$ cat src/rtl/ccp_defs.vh
`ifndef CCP_DEFS_VH
`define CCP_DEFS_VH

// register byte offsets
`define CCP_ADDR_W          8
`define CCP_OFS_CONTROL     8'h00
`define CCP_OFS_TIMER_SEL   8'h04
`define CCP_OFS_VALUE_LOW   8'h08
`define CCP_OFS_VALUE_HIGH  8'h0C
`define CCP_OFS_IRQ_STATUS  8'h10
`define CCP_OFS_IRQ_CLEAR   8'h14
`define CCP_OFS_IRQ_ENABLE  8'h18
`define CCP_OFS_PORT_LATCH  8'h1C
`define CCP_OFS_PIN_DIR     8'h20
`define CCP_OFS_STATUS      8'h24

// field positions
`define CCP_EVENT_BIT       0
`define CCP_STAT_CMP_BIT    0
`define CCP_STAT_PIN_BIT    1
`define CCP_STAT_PRE_LSB    2

// reset values
`define CCP_RST_MODE        4'h0
`define CCP_RST_TIMER_SEL   1'b0
`define CCP_RST_VALUE       16'h0000
`define CCP_RST_PORT_LATCH  1'b0
`define CCP_RST_PIN_DIR     1'b1

// channel mode select encodings
`define CCP_MODE_OFF        4'h0
`define CCP_MODE_CMP_TOGGLE 4'h2
`define CCP_MODE_CAP_FALL   4'h4
`define CCP_MODE_CAP_RISE   4'h5
`define CCP_MODE_CAP_RISE4  4'h6
`define CCP_MODE_CAP_RISE16 4'h7
`define CCP_MODE_CMP_SET    4'h8
`define CCP_MODE_CMP_CLEAR  4'h9
`define CCP_MODE_CMP_SWIRQ  4'hA
`define CCP_MODE_CMP_SPECIAL 4'hB

// prescaler terminal counts
`define CCP_PRE_LAST4       4'h3
`define CCP_PRE_LAST16      4'hF

`endif

$ cat src/rtl/ccp_capture_compare_channel.v
`include "ccp_defs.vh"

module ccp_capture_compare_channel (
    input  wire        clk_i,
    input  wire        rst_i,
    input  wire        cyc_i,
    input  wire        stb_i,
    input  wire        we_i,
    input  wire [7:0]  adr_i,
    input  wire [3:0]  sel_i,
    input  wire [31:0] dat_i,
    output wire [31:0] dat_o,
    output wire        ack_o,
    output wire        irq_o,
    input  wire [15:0] timer_a_count_i,
    input  wire [15:0] timer_b_count_i,
    output wire        timer_a_reset_o,
    output wire        timer_b_reset_o,
    input  wire        channel_pin_i,
    output wire        channel_pin_o,
    output wire        channel_pin_oe_o
);

    reg  [3:0]  mode_ff;
    reg         timer_sel_ff;
    reg  [15:0] value_ff;
    reg         flag_ff;
    reg         irq_en_ff;
    reg         port_latch_ff;
    reg         pin_dir_ff;
    reg         cmp_latch_ff;
    reg  [3:0]  pre_cnt_ff;
    reg         pin_meta_ff;
    reg         pin_sync_ff;
    reg         edge_src_ff;
    reg         match_prev_ff;
    reg         ack_ff;
    reg  [31:0] dat_ff;
    reg         irq_ff;
    reg         timer_a_reset_ff;
    reg         timer_b_reset_ff;
    reg         pin_out_ff;
    reg         pin_oe_ff;

    reg  [3:0]  nxt_mode;
    reg  [15:0] nxt_value;
    reg         nxt_flag;
    reg         nxt_cmp_latch;
    reg  [3:0]  nxt_pre_cnt;
    reg  [31:0] nxt_dat;
    reg         nxt_timer_sel;
    reg         nxt_irq_en;
    reg         nxt_port_latch;
    reg         nxt_pin_dir;
    reg         nxt_irq;
    reg         nxt_ta_rst;
    reg         nxt_tb_rst;
    reg         nxt_pin_out;
    reg         nxt_pin_oe;

    wire        bus_req;
    wire        wr_en;
    wire        wr_lane0;
    wire        is_capture;
    wire        is_compare;
    wire        edge_src;
    wire        rise;
    wire        fall;
    wire [15:0] timer_count;
    wire        match_now;
    wire        match_hit;
    wire        capture_hit;
    wire        flag_clear;

    // true for the four capture encodings
    function cap_mode;
        input [3:0] m;
        begin
            cap_mode = (m == `CCP_MODE_CAP_FALL) ||
                       (m == `CCP_MODE_CAP_RISE) ||
                       (m == `CCP_MODE_CAP_RISE4) ||
                       (m == `CCP_MODE_CAP_RISE16);
        end
    endfunction

    // true for the five compare encodings
    function cmp_mode;
        input [3:0] m;
        begin
            cmp_mode = (m == `CCP_MODE_CMP_TOGGLE) ||
                       (m == `CCP_MODE_CMP_SET) ||
                       (m == `CCP_MODE_CMP_CLEAR) ||
                       (m == `CCP_MODE_CMP_SWIRQ) ||
                       (m == `CCP_MODE_CMP_SPECIAL);
        end
    endfunction

    // write strobe for one register offset
    function wr_hit;
        input       lane0;
        input [7:0] adr;
        input [7:0] ofs;
        begin
            wr_hit = lane0 && (adr == ofs);
        end
    endfunction

    // wishbone slave: one wait state, ack for one cycle
    assign bus_req  = cyc_i & stb_i & ~ack_ff;
    assign wr_en    = bus_req & we_i;
    assign wr_lane0 = wr_en & sel_i[0];

    assign is_capture = cap_mode(mode_ff);
    assign is_compare = cmp_mode(mode_ff);

    // pin sync, first stage read only by the second stage
    always @(posedge clk_i) begin
        if (rst_i) begin
            pin_meta_ff <= 1'b0;
            pin_sync_ff <= 1'b0;
        end else begin
            pin_meta_ff <= channel_pin_i;
            pin_sync_ff <= pin_meta_ff;
        end
    end

    // output pin follows port latch internally, so port writes cause events
    assign edge_src = pin_dir_ff ? pin_sync_ff : port_latch_ff;
    assign rise     = edge_src & ~edge_src_ff;
    assign fall     = ~edge_src & edge_src_ff;

    assign timer_count = timer_sel_ff ? timer_b_count_i
                                      : timer_a_count_i;
    assign match_now = (timer_count == value_ff);
    assign match_hit = is_compare & match_now & ~match_prev_ff;

    assign flag_clear = wr_hit(wr_lane0, adr_i, `CCP_OFS_IRQ_CLEAR) &
                        dat_i[`CCP_EVENT_BIT];

    // capture event and prescaler
    reg cap_hit_r;
    assign capture_hit = cap_hit_r;
    always @* begin
        cap_hit_r   = 1'b0;
        nxt_pre_cnt = pre_cnt_ff;
        case (mode_ff)
            `CCP_MODE_CAP_FALL: begin
                cap_hit_r = fall;
            end
            `CCP_MODE_CAP_RISE: begin
                cap_hit_r = rise;
            end
            `CCP_MODE_CAP_RISE4: begin
                if (rise) begin
                    if (pre_cnt_ff >= `CCP_PRE_LAST4) begin
                        cap_hit_r   = 1'b1;
                        nxt_pre_cnt = 4'h0;
                    end else begin
                        nxt_pre_cnt = pre_cnt_ff + 4'h1;
                    end
                end
            end
            `CCP_MODE_CAP_RISE16: begin
                if (rise) begin
                    if (pre_cnt_ff == `CCP_PRE_LAST16) begin
                        cap_hit_r   = 1'b1;
                        nxt_pre_cnt = 4'h0;
                    end else begin
                        nxt_pre_cnt = pre_cnt_ff + 4'h1;
                    end
                end
            end
            default: begin
                nxt_pre_cnt = 4'h0;
            end
        endcase
    end

    // control, value, flag and compare latch
    always @* begin
        nxt_mode      = mode_ff;
        nxt_value     = value_ff;
        nxt_cmp_latch = cmp_latch_ff;
        if (wr_hit(wr_lane0, adr_i, `CCP_OFS_CONTROL)) begin
            nxt_mode = dat_i[3:0];
            if (dat_i[3:0] == `CCP_MODE_OFF) begin
                nxt_cmp_latch = 1'b0;
            end
        end
        if (wr_hit(wr_lane0, adr_i, `CCP_OFS_VALUE_LOW)) begin
            nxt_value[7:0] = dat_i[7:0];
        end
        if (wr_hit(wr_lane0, adr_i, `CCP_OFS_VALUE_HIGH)) begin
            nxt_value[15:8] = dat_i[7:0];
        end
        if (capture_hit) begin
            nxt_value = timer_count;
        end
        if (match_hit) begin
            case (mode_ff)
                `CCP_MODE_CMP_SET:    nxt_cmp_latch = 1'b1;
                `CCP_MODE_CMP_CLEAR:  nxt_cmp_latch = 1'b0;
                `CCP_MODE_CMP_TOGGLE: nxt_cmp_latch = ~cmp_latch_ff;
                default:              nxt_cmp_latch = cmp_latch_ff;
            endcase
        end
        // set wins over a simultaneous clear
        nxt_flag = (flag_ff & ~flag_clear) |
                   capture_hit | match_hit;
    end

    // loose control bits
    always @* begin
        nxt_timer_sel  = timer_sel_ff;
        nxt_irq_en     = irq_en_ff;
        nxt_port_latch = port_latch_ff;
        nxt_pin_dir    = pin_dir_ff;
        if (wr_hit(wr_lane0, adr_i, `CCP_OFS_TIMER_SEL)) begin
            nxt_timer_sel = dat_i[0];
        end
        if (wr_hit(wr_lane0, adr_i, `CCP_OFS_IRQ_ENABLE)) begin
            nxt_irq_en = dat_i[`CCP_EVENT_BIT];
        end
        if (wr_hit(wr_lane0, adr_i, `CCP_OFS_PORT_LATCH)) begin
            nxt_port_latch = dat_i[0];
        end
        if (wr_hit(wr_lane0, adr_i, `CCP_OFS_PIN_DIR)) begin
            nxt_pin_dir = dat_i[0];
        end
    end

    // interrupt level, special event trigger and pin drive
    always @* begin
        nxt_irq    = nxt_flag & nxt_irq_en;
        // trigger resets the selected timer only; no converter output
        nxt_ta_rst = match_hit & ~timer_sel_ff &
                     (mode_ff == `CCP_MODE_CMP_SPECIAL);
        nxt_tb_rst = match_hit & timer_sel_ff &
                     (mode_ff == `CCP_MODE_CMP_SPECIAL);
        nxt_pin_oe = ~nxt_pin_dir;
        // latch-driving compare modes drive from the compare latch
        if (nxt_mode == `CCP_MODE_CMP_SET ||
            nxt_mode == `CCP_MODE_CMP_CLEAR ||
            nxt_mode == `CCP_MODE_CMP_TOGGLE) begin
            nxt_pin_out = nxt_cmp_latch;
        end else begin
            nxt_pin_out = nxt_port_latch;
        end
    end

    // register read mux
    always @* begin
        nxt_dat = 32'h0000_0000;
        case (adr_i)
            `CCP_OFS_CONTROL:    nxt_dat[3:0] = mode_ff;
            `CCP_OFS_TIMER_SEL:  nxt_dat[0] = timer_sel_ff;
            `CCP_OFS_VALUE_LOW:  nxt_dat[7:0] = value_ff[7:0];
            `CCP_OFS_VALUE_HIGH: nxt_dat[7:0] = value_ff[15:8];
            `CCP_OFS_IRQ_STATUS: nxt_dat[`CCP_EVENT_BIT] = flag_ff;
            `CCP_OFS_IRQ_ENABLE: nxt_dat[`CCP_EVENT_BIT] = irq_en_ff;
            `CCP_OFS_PORT_LATCH: nxt_dat[0] = port_latch_ff;
            `CCP_OFS_PIN_DIR:    nxt_dat[0] = pin_dir_ff;
            `CCP_OFS_STATUS: begin
                nxt_dat[`CCP_STAT_CMP_BIT] = cmp_latch_ff;
                nxt_dat[`CCP_STAT_PIN_BIT] = pin_sync_ff;
                nxt_dat[`CCP_STAT_PRE_LSB+3:`CCP_STAT_PRE_LSB] = pre_cnt_ff;
            end
            default:             nxt_dat = 32'h0000_0000;
        endcase
    end

    always @(posedge clk_i) begin
        if (rst_i) begin
            mode_ff          <= `CCP_RST_MODE;
            timer_sel_ff     <= `CCP_RST_TIMER_SEL;
            value_ff         <= `CCP_RST_VALUE;
            flag_ff          <= 1'b0;
            irq_en_ff        <= 1'b0;
            port_latch_ff    <= `CCP_RST_PORT_LATCH;
            pin_dir_ff       <= `CCP_RST_PIN_DIR;
            cmp_latch_ff     <= 1'b0;
            pre_cnt_ff       <= 4'h0;
            edge_src_ff      <= 1'b0;
            match_prev_ff    <= 1'b0;
            ack_ff           <= 1'b0;
            dat_ff           <= 32'h0000_0000;
            irq_ff           <= 1'b0;
            timer_a_reset_ff <= 1'b0;
            timer_b_reset_ff <= 1'b0;
            pin_out_ff       <= 1'b0;
            pin_oe_ff        <= 1'b0;
        end else begin
            mode_ff       <= nxt_mode;
            value_ff      <= nxt_value;
            flag_ff       <= nxt_flag;
            cmp_latch_ff  <= nxt_cmp_latch;
            pre_cnt_ff    <= nxt_pre_cnt;
            edge_src_ff   <= edge_src;
            match_prev_ff <= is_compare & match_now;
            ack_ff        <= bus_req;
            if (bus_req) begin
                dat_ff <= we_i ? 32'h0000_0000 : nxt_dat;
            end
            timer_sel_ff     <= nxt_timer_sel;
            irq_en_ff        <= nxt_irq_en;
            port_latch_ff    <= nxt_port_latch;
            pin_dir_ff       <= nxt_pin_dir;
            irq_ff           <= nxt_irq;
            timer_a_reset_ff <= nxt_ta_rst;
            timer_b_reset_ff <= nxt_tb_rst;
            pin_out_ff       <= nxt_pin_out;
            pin_oe_ff        <= nxt_pin_oe;
        end
    end

    assign dat_o            = dat_ff;
    assign ack_o            = ack_ff;
    assign irq_o            = irq_ff;
    assign timer_a_reset_o  = timer_a_reset_ff;
    assign timer_b_reset_o  = timer_b_reset_ff;
    assign channel_pin_o    = pin_out_ff;
    assign channel_pin_oe_o = pin_oe_ff;

endmodule // ccp_capture_compare_channel

$ cat config.mk
export PLATFORM = sky130hd
export DESIGN_NAME = ccp_capture_compare_channel
export DESIGN_NICKNAME = d
export VERILOG_FILES = /design/src/rtl/ccp_capture_compare_channel.v
export VERILOG_INCLUDE_DIRS = /design/src /design/src/rtl
export SDC_FILE = /design/constraint.sdc
export NUM_CORES = 1
export LEC_CHECK = 0
export BUFFER_PORTS_ARGS = -buffer_cell sky130_fd_sc_hd__buf_4
export CORE_MARGIN = 3
export CORE_UTILIZATION = 40
export CTS_BUF_LIST = sky130_fd_sc_hd__clkbuf_4
export DETAILED_ROUTE_END_ITERATION = 8
export MAX_ROUTING_LAYER = met4
export PLACE_DENSITY = 0.7
export SETUP_SLACK_MARGIN = 0.4
export SYNTH_ARGS = -nofsm -noshare
export SYNTH_HDL_FRONTEND = slang
export SYNTH_SLANG_ARGS = --single-unit
$ cat constraint.sdc
create_clock -name clk_i -period 2.46 [get_ports clk_i]
set_input_delay 0.369 -clock clk_i [delete_from_list [all_inputs] [get_ports clk_i]]
set_output_delay 0.369 -clock clk_i [all_outputs]
set_load 0.02 [all_outputs]
==> results by group <==
Run status
  • Status: finished clean

Clock tree
  • Hold-fix buffers, CTS: 0
  • TritonCTS Sinks: 48
  • CTS tree: done
  • CTS root buf: clkbuf_4
  • Clock buffer depth: 2
  • CTS H-tree lvls: 2
  • Clock Pin Slew Worst Setup and Hold Paths: 0.15 ns
  • Num CTS Buffers: 5
  • Worst-Skew Late Latency: 0.38 ns

Pwr
  • Design Power: 1.46 mW
  • VDD IR max: 172 µV
  • PD cells: 381 nW/µm²
  • Leakage: 1.56 nW

Routing
  • TritonRoute pass-1 iters: 4
  • Via density: 5.32
  • Via count: 2,717
  • Final wirelength: 7800 µm
  • 1st-iter DRT viols: 117
  • Final routed DRC violation total: 0
  • Post-route ant nets: 0
  • Wire length per cell: 15.3 µm

Worst setup path
  • FF-to-FF setup slack: 0.29 ns
  • R2r endpoint: channel_pin_o
  • Reg2reg start: timer_sel_ff
  • CP Buf/Inv Count: 1
  • Worst-path fanout max: 6
  • FF-to-FF path depth: 7
  • Worst path arrival time: 2.47 ns
  • CP delay by family, top: simple AND/OR/NAND/NOR gates
  • CP required: 2.76 ns
  • Slowest stage cell, crit path: or4_4
  • Max stage delay on crit path: 0.53 ns
  • Critical Path Source Type: flip-flop
  • Crit path capture type: flip-flop
  • CP Class: flip-flop to flip-flop
  • Critical-path cell list: buf_12 > mux2i_4 > xnor2_1 > nor4_1 > nand4_1 > or4_4 > a31oi_1

Timing
  • Fin. Hold Viols: 0
  • Clock Skew: 0.0153 ns
  • RSZ-0062 raised after global routing: true
  • Min Tclk post-route: 2.17 ns
  • Final setup fails: 0
  • Tcrit/Tclk final: 88.3%
  • Final worst slack: 0.288 ns
  • Slew @ Worst Pin: 0.628 ns
  • Max-slew violations: 0
  • Hold WS: 0.192 ns
  • Worst rel slew slack: 57.8%
  • Setup Total Neg Slack: 0 ns
  • Max Fclk: 0.460 GHz

Global route
  • Vias in the first global route: 2,596
  • First-pass GRT wire length: 12,400 µm
  • Congestion Overflow GR: 0
  • Gr usage total: 18.3%
  • Largest net degree at the start of global routing: 47
  • Initial antenna violation count: 0

Worst hold path
  • WHS Path Cells: 2
  • Min-Delay Startpoint: channel_pin_i
  • Hold Path End: pin_meta_ff
  • Worst min-delay path class: primary input to flip-flop

Die
  • Num ports: 120
  • FP Rows: 30
  • Initial Util: 42.5%
  • DIE AREA: 8530 µm²
  • Die X: 92.4 µm
  • Core area: 7020 µm²
  • Chip Height: 92.4 µm

Layout
  • Fin cells: 511
  • Most frequent cells in the layout: 82 x buf_4, 47 x dfxtp_1, 41 x mux2i_1
  • # fillers: 646
  • Layout cells sized above 1: 30.6%
  • Area grow syn2layout: 28.6%
  • Commonest non-fill, non-tap cell in the layout: buf_4
  • ANT cells: 0
  • Fin nets: 497

Synthesis
  • Synth top area cells: dfxtp_1 32%, mux2i_1 17%, buf_4 6.0%, nor2_1 4.5%, mux2_2 4.2%
  • Unique masters post-synth: 49
  • Count of state elements after synthesis: 48
  • Ys Warns: 0
  • Avg Inst Size Synth: 8.83 µm²
  • Synthesized cell area: 2980 µm²
  • Async S/R FF share, synth: 0%
  • Synth area leader: dfxtp_1
  • Post-synth top flop: dfxtp_1
  • EDFF count, synth: 0
  • Top-area cell type share of the netlist area: 32.2%
  • Mapped Cells: 338
  • Seq/Total Area, Yosys: 32.2%

Placed design
  • # port buffers: 68
  • Worst Setup Slack post-DPL: 0.178 ns
  • Placed cells: 498
  • Hpwl dp: 5670 µm
  • Placer Congestion: 0.828

Flow run
  • Max Cap Violations: 0
-- cell families (layout without fill, tap and decap cells) --
family / count (synthesis) / count (layout) / share of synthesized area (%)
AOI/OAI and AO/OA: 55 / 55 / 12.8
and+or+nand+nor: 110 / 110 / 19.3
buffers and inverters: 44 / 98 / 8.85
adders and majority gates: 1 / 1 / 0.419
other: 1 / 24 / 0.126
xor gates and xnor gates: 17 / 17 / 4.99
DFF: 48 / 48 / 32.2
muxes: 62 / 62 / 21.4
-- cell type report --
type	instances	area, µm²	area share (%)
Clock buffer	5	37.5	0.978
Sequential cell	48	965	25.1
Timing Repair Buffer	86	683	17.8
Clock inverter	3	37.5	0.978
Tap cell	96	120	3.13
Multi-Input combinational cell	269	1980	51.6
Inverter	4	15.0	0.391
-- cells in the mapped netlist, types with 3 or more instances --
| library cell | instances |
|---|---|
| o21ai_0 | 7 |
| nand2_1 | 12 |
| clkbuf_1 | 10 |
| and3_1 | 10 |
| a22oi_1 | 9 |
| a21oi_1 | 10 |
| xnor2_1 | 14 |
| inv_1 | 4 |
| nor4_1 | 4 |
| mux2i_1 | 50 |
| mux2_2 | 11 |
| o22ai_1 | 3 |
| a211oi_1 | 8 |
| nand3_1 | 9 |
| nand2b_1 | 4 |
| buf_1 | 4 |
| nor2b_1 | 6 |
| xor2_1 | 3 |
| nor2_1 | 36 |
| dfxtp_1 | 48 |
| nand3b_1 | 3 |
| o2bb2ai_1 | 3 |
| nor3_1 | 8 |
| nand4_1 | 3 |
| or3_1 | 4 |
| buf_4 | 24 |
-- routing by layer --
metal | up-vias | routed length, µm | track usage [%]
met5 | - | 0 | -
met2 | 96 | 3890 | 31.8
met4 | 0 | 51 | 3.47
li1 | 1326 | - | -
met1 | 1290 | 3340 | 22.1
met3 | 5 | 516 | 3.82
-- power by group --
group	switching [mW]	total [mW]	internal, mW
clock network	0.267	0.475	0.208
logic	0.115	0.205	0.0901
registers	0.00147	0.781	0.779
total	0.384	1.46	1.08
-- state kept, by name, indices dropped and copies added (netlist names), 4 cells and up --
signal      flops
value_ff       16
pre_cnt_ff      4
dat_o           8
mode_ff         4
-- how the worst max path moves through the flow --
| stage | start | endpoint | depth (start not counted) | slack (ns) |
|---|---|---|---|---|
| final | timer_sel_ff | channel_pin_o | 7 | 0.29 |
| after global routing | timer_sel_ff | channel_pin_o | 7 | 0.18 |
| after CTS | timer_sel_ff | channel_pin_o | 7 | 0.28 |
| after detailed placement | timer_sel_ff | channel_pin_o | 7 | 0.18 |
| after global placement | timer_sel_ff | channel_pin_o | 7 | 0.21 |
| after floorplan | mode_ff[0] | value_ff[6] | 8 | 0.48 |
-- per-stage QoR --
| step | utilization (%) | area, µm² |
|---|---|---|
| floorplan | - | 3070 |
| global placement | 50.7 | 3560 |
| detailed placement | 50.7 | 3560 |
| CTS | 53.2 | 3740 |
| global route | 54.7 | 3840 |
| finish | 54.7 | 3840 |
-- repair_timing --
item	CTS	global route
buffers inserted	3	1
cloned	0	1
gates resized for setup	15	13
setup endpoints to repair	14	14
pin swaps	3	2
Power figures use the tool's default switching activity.
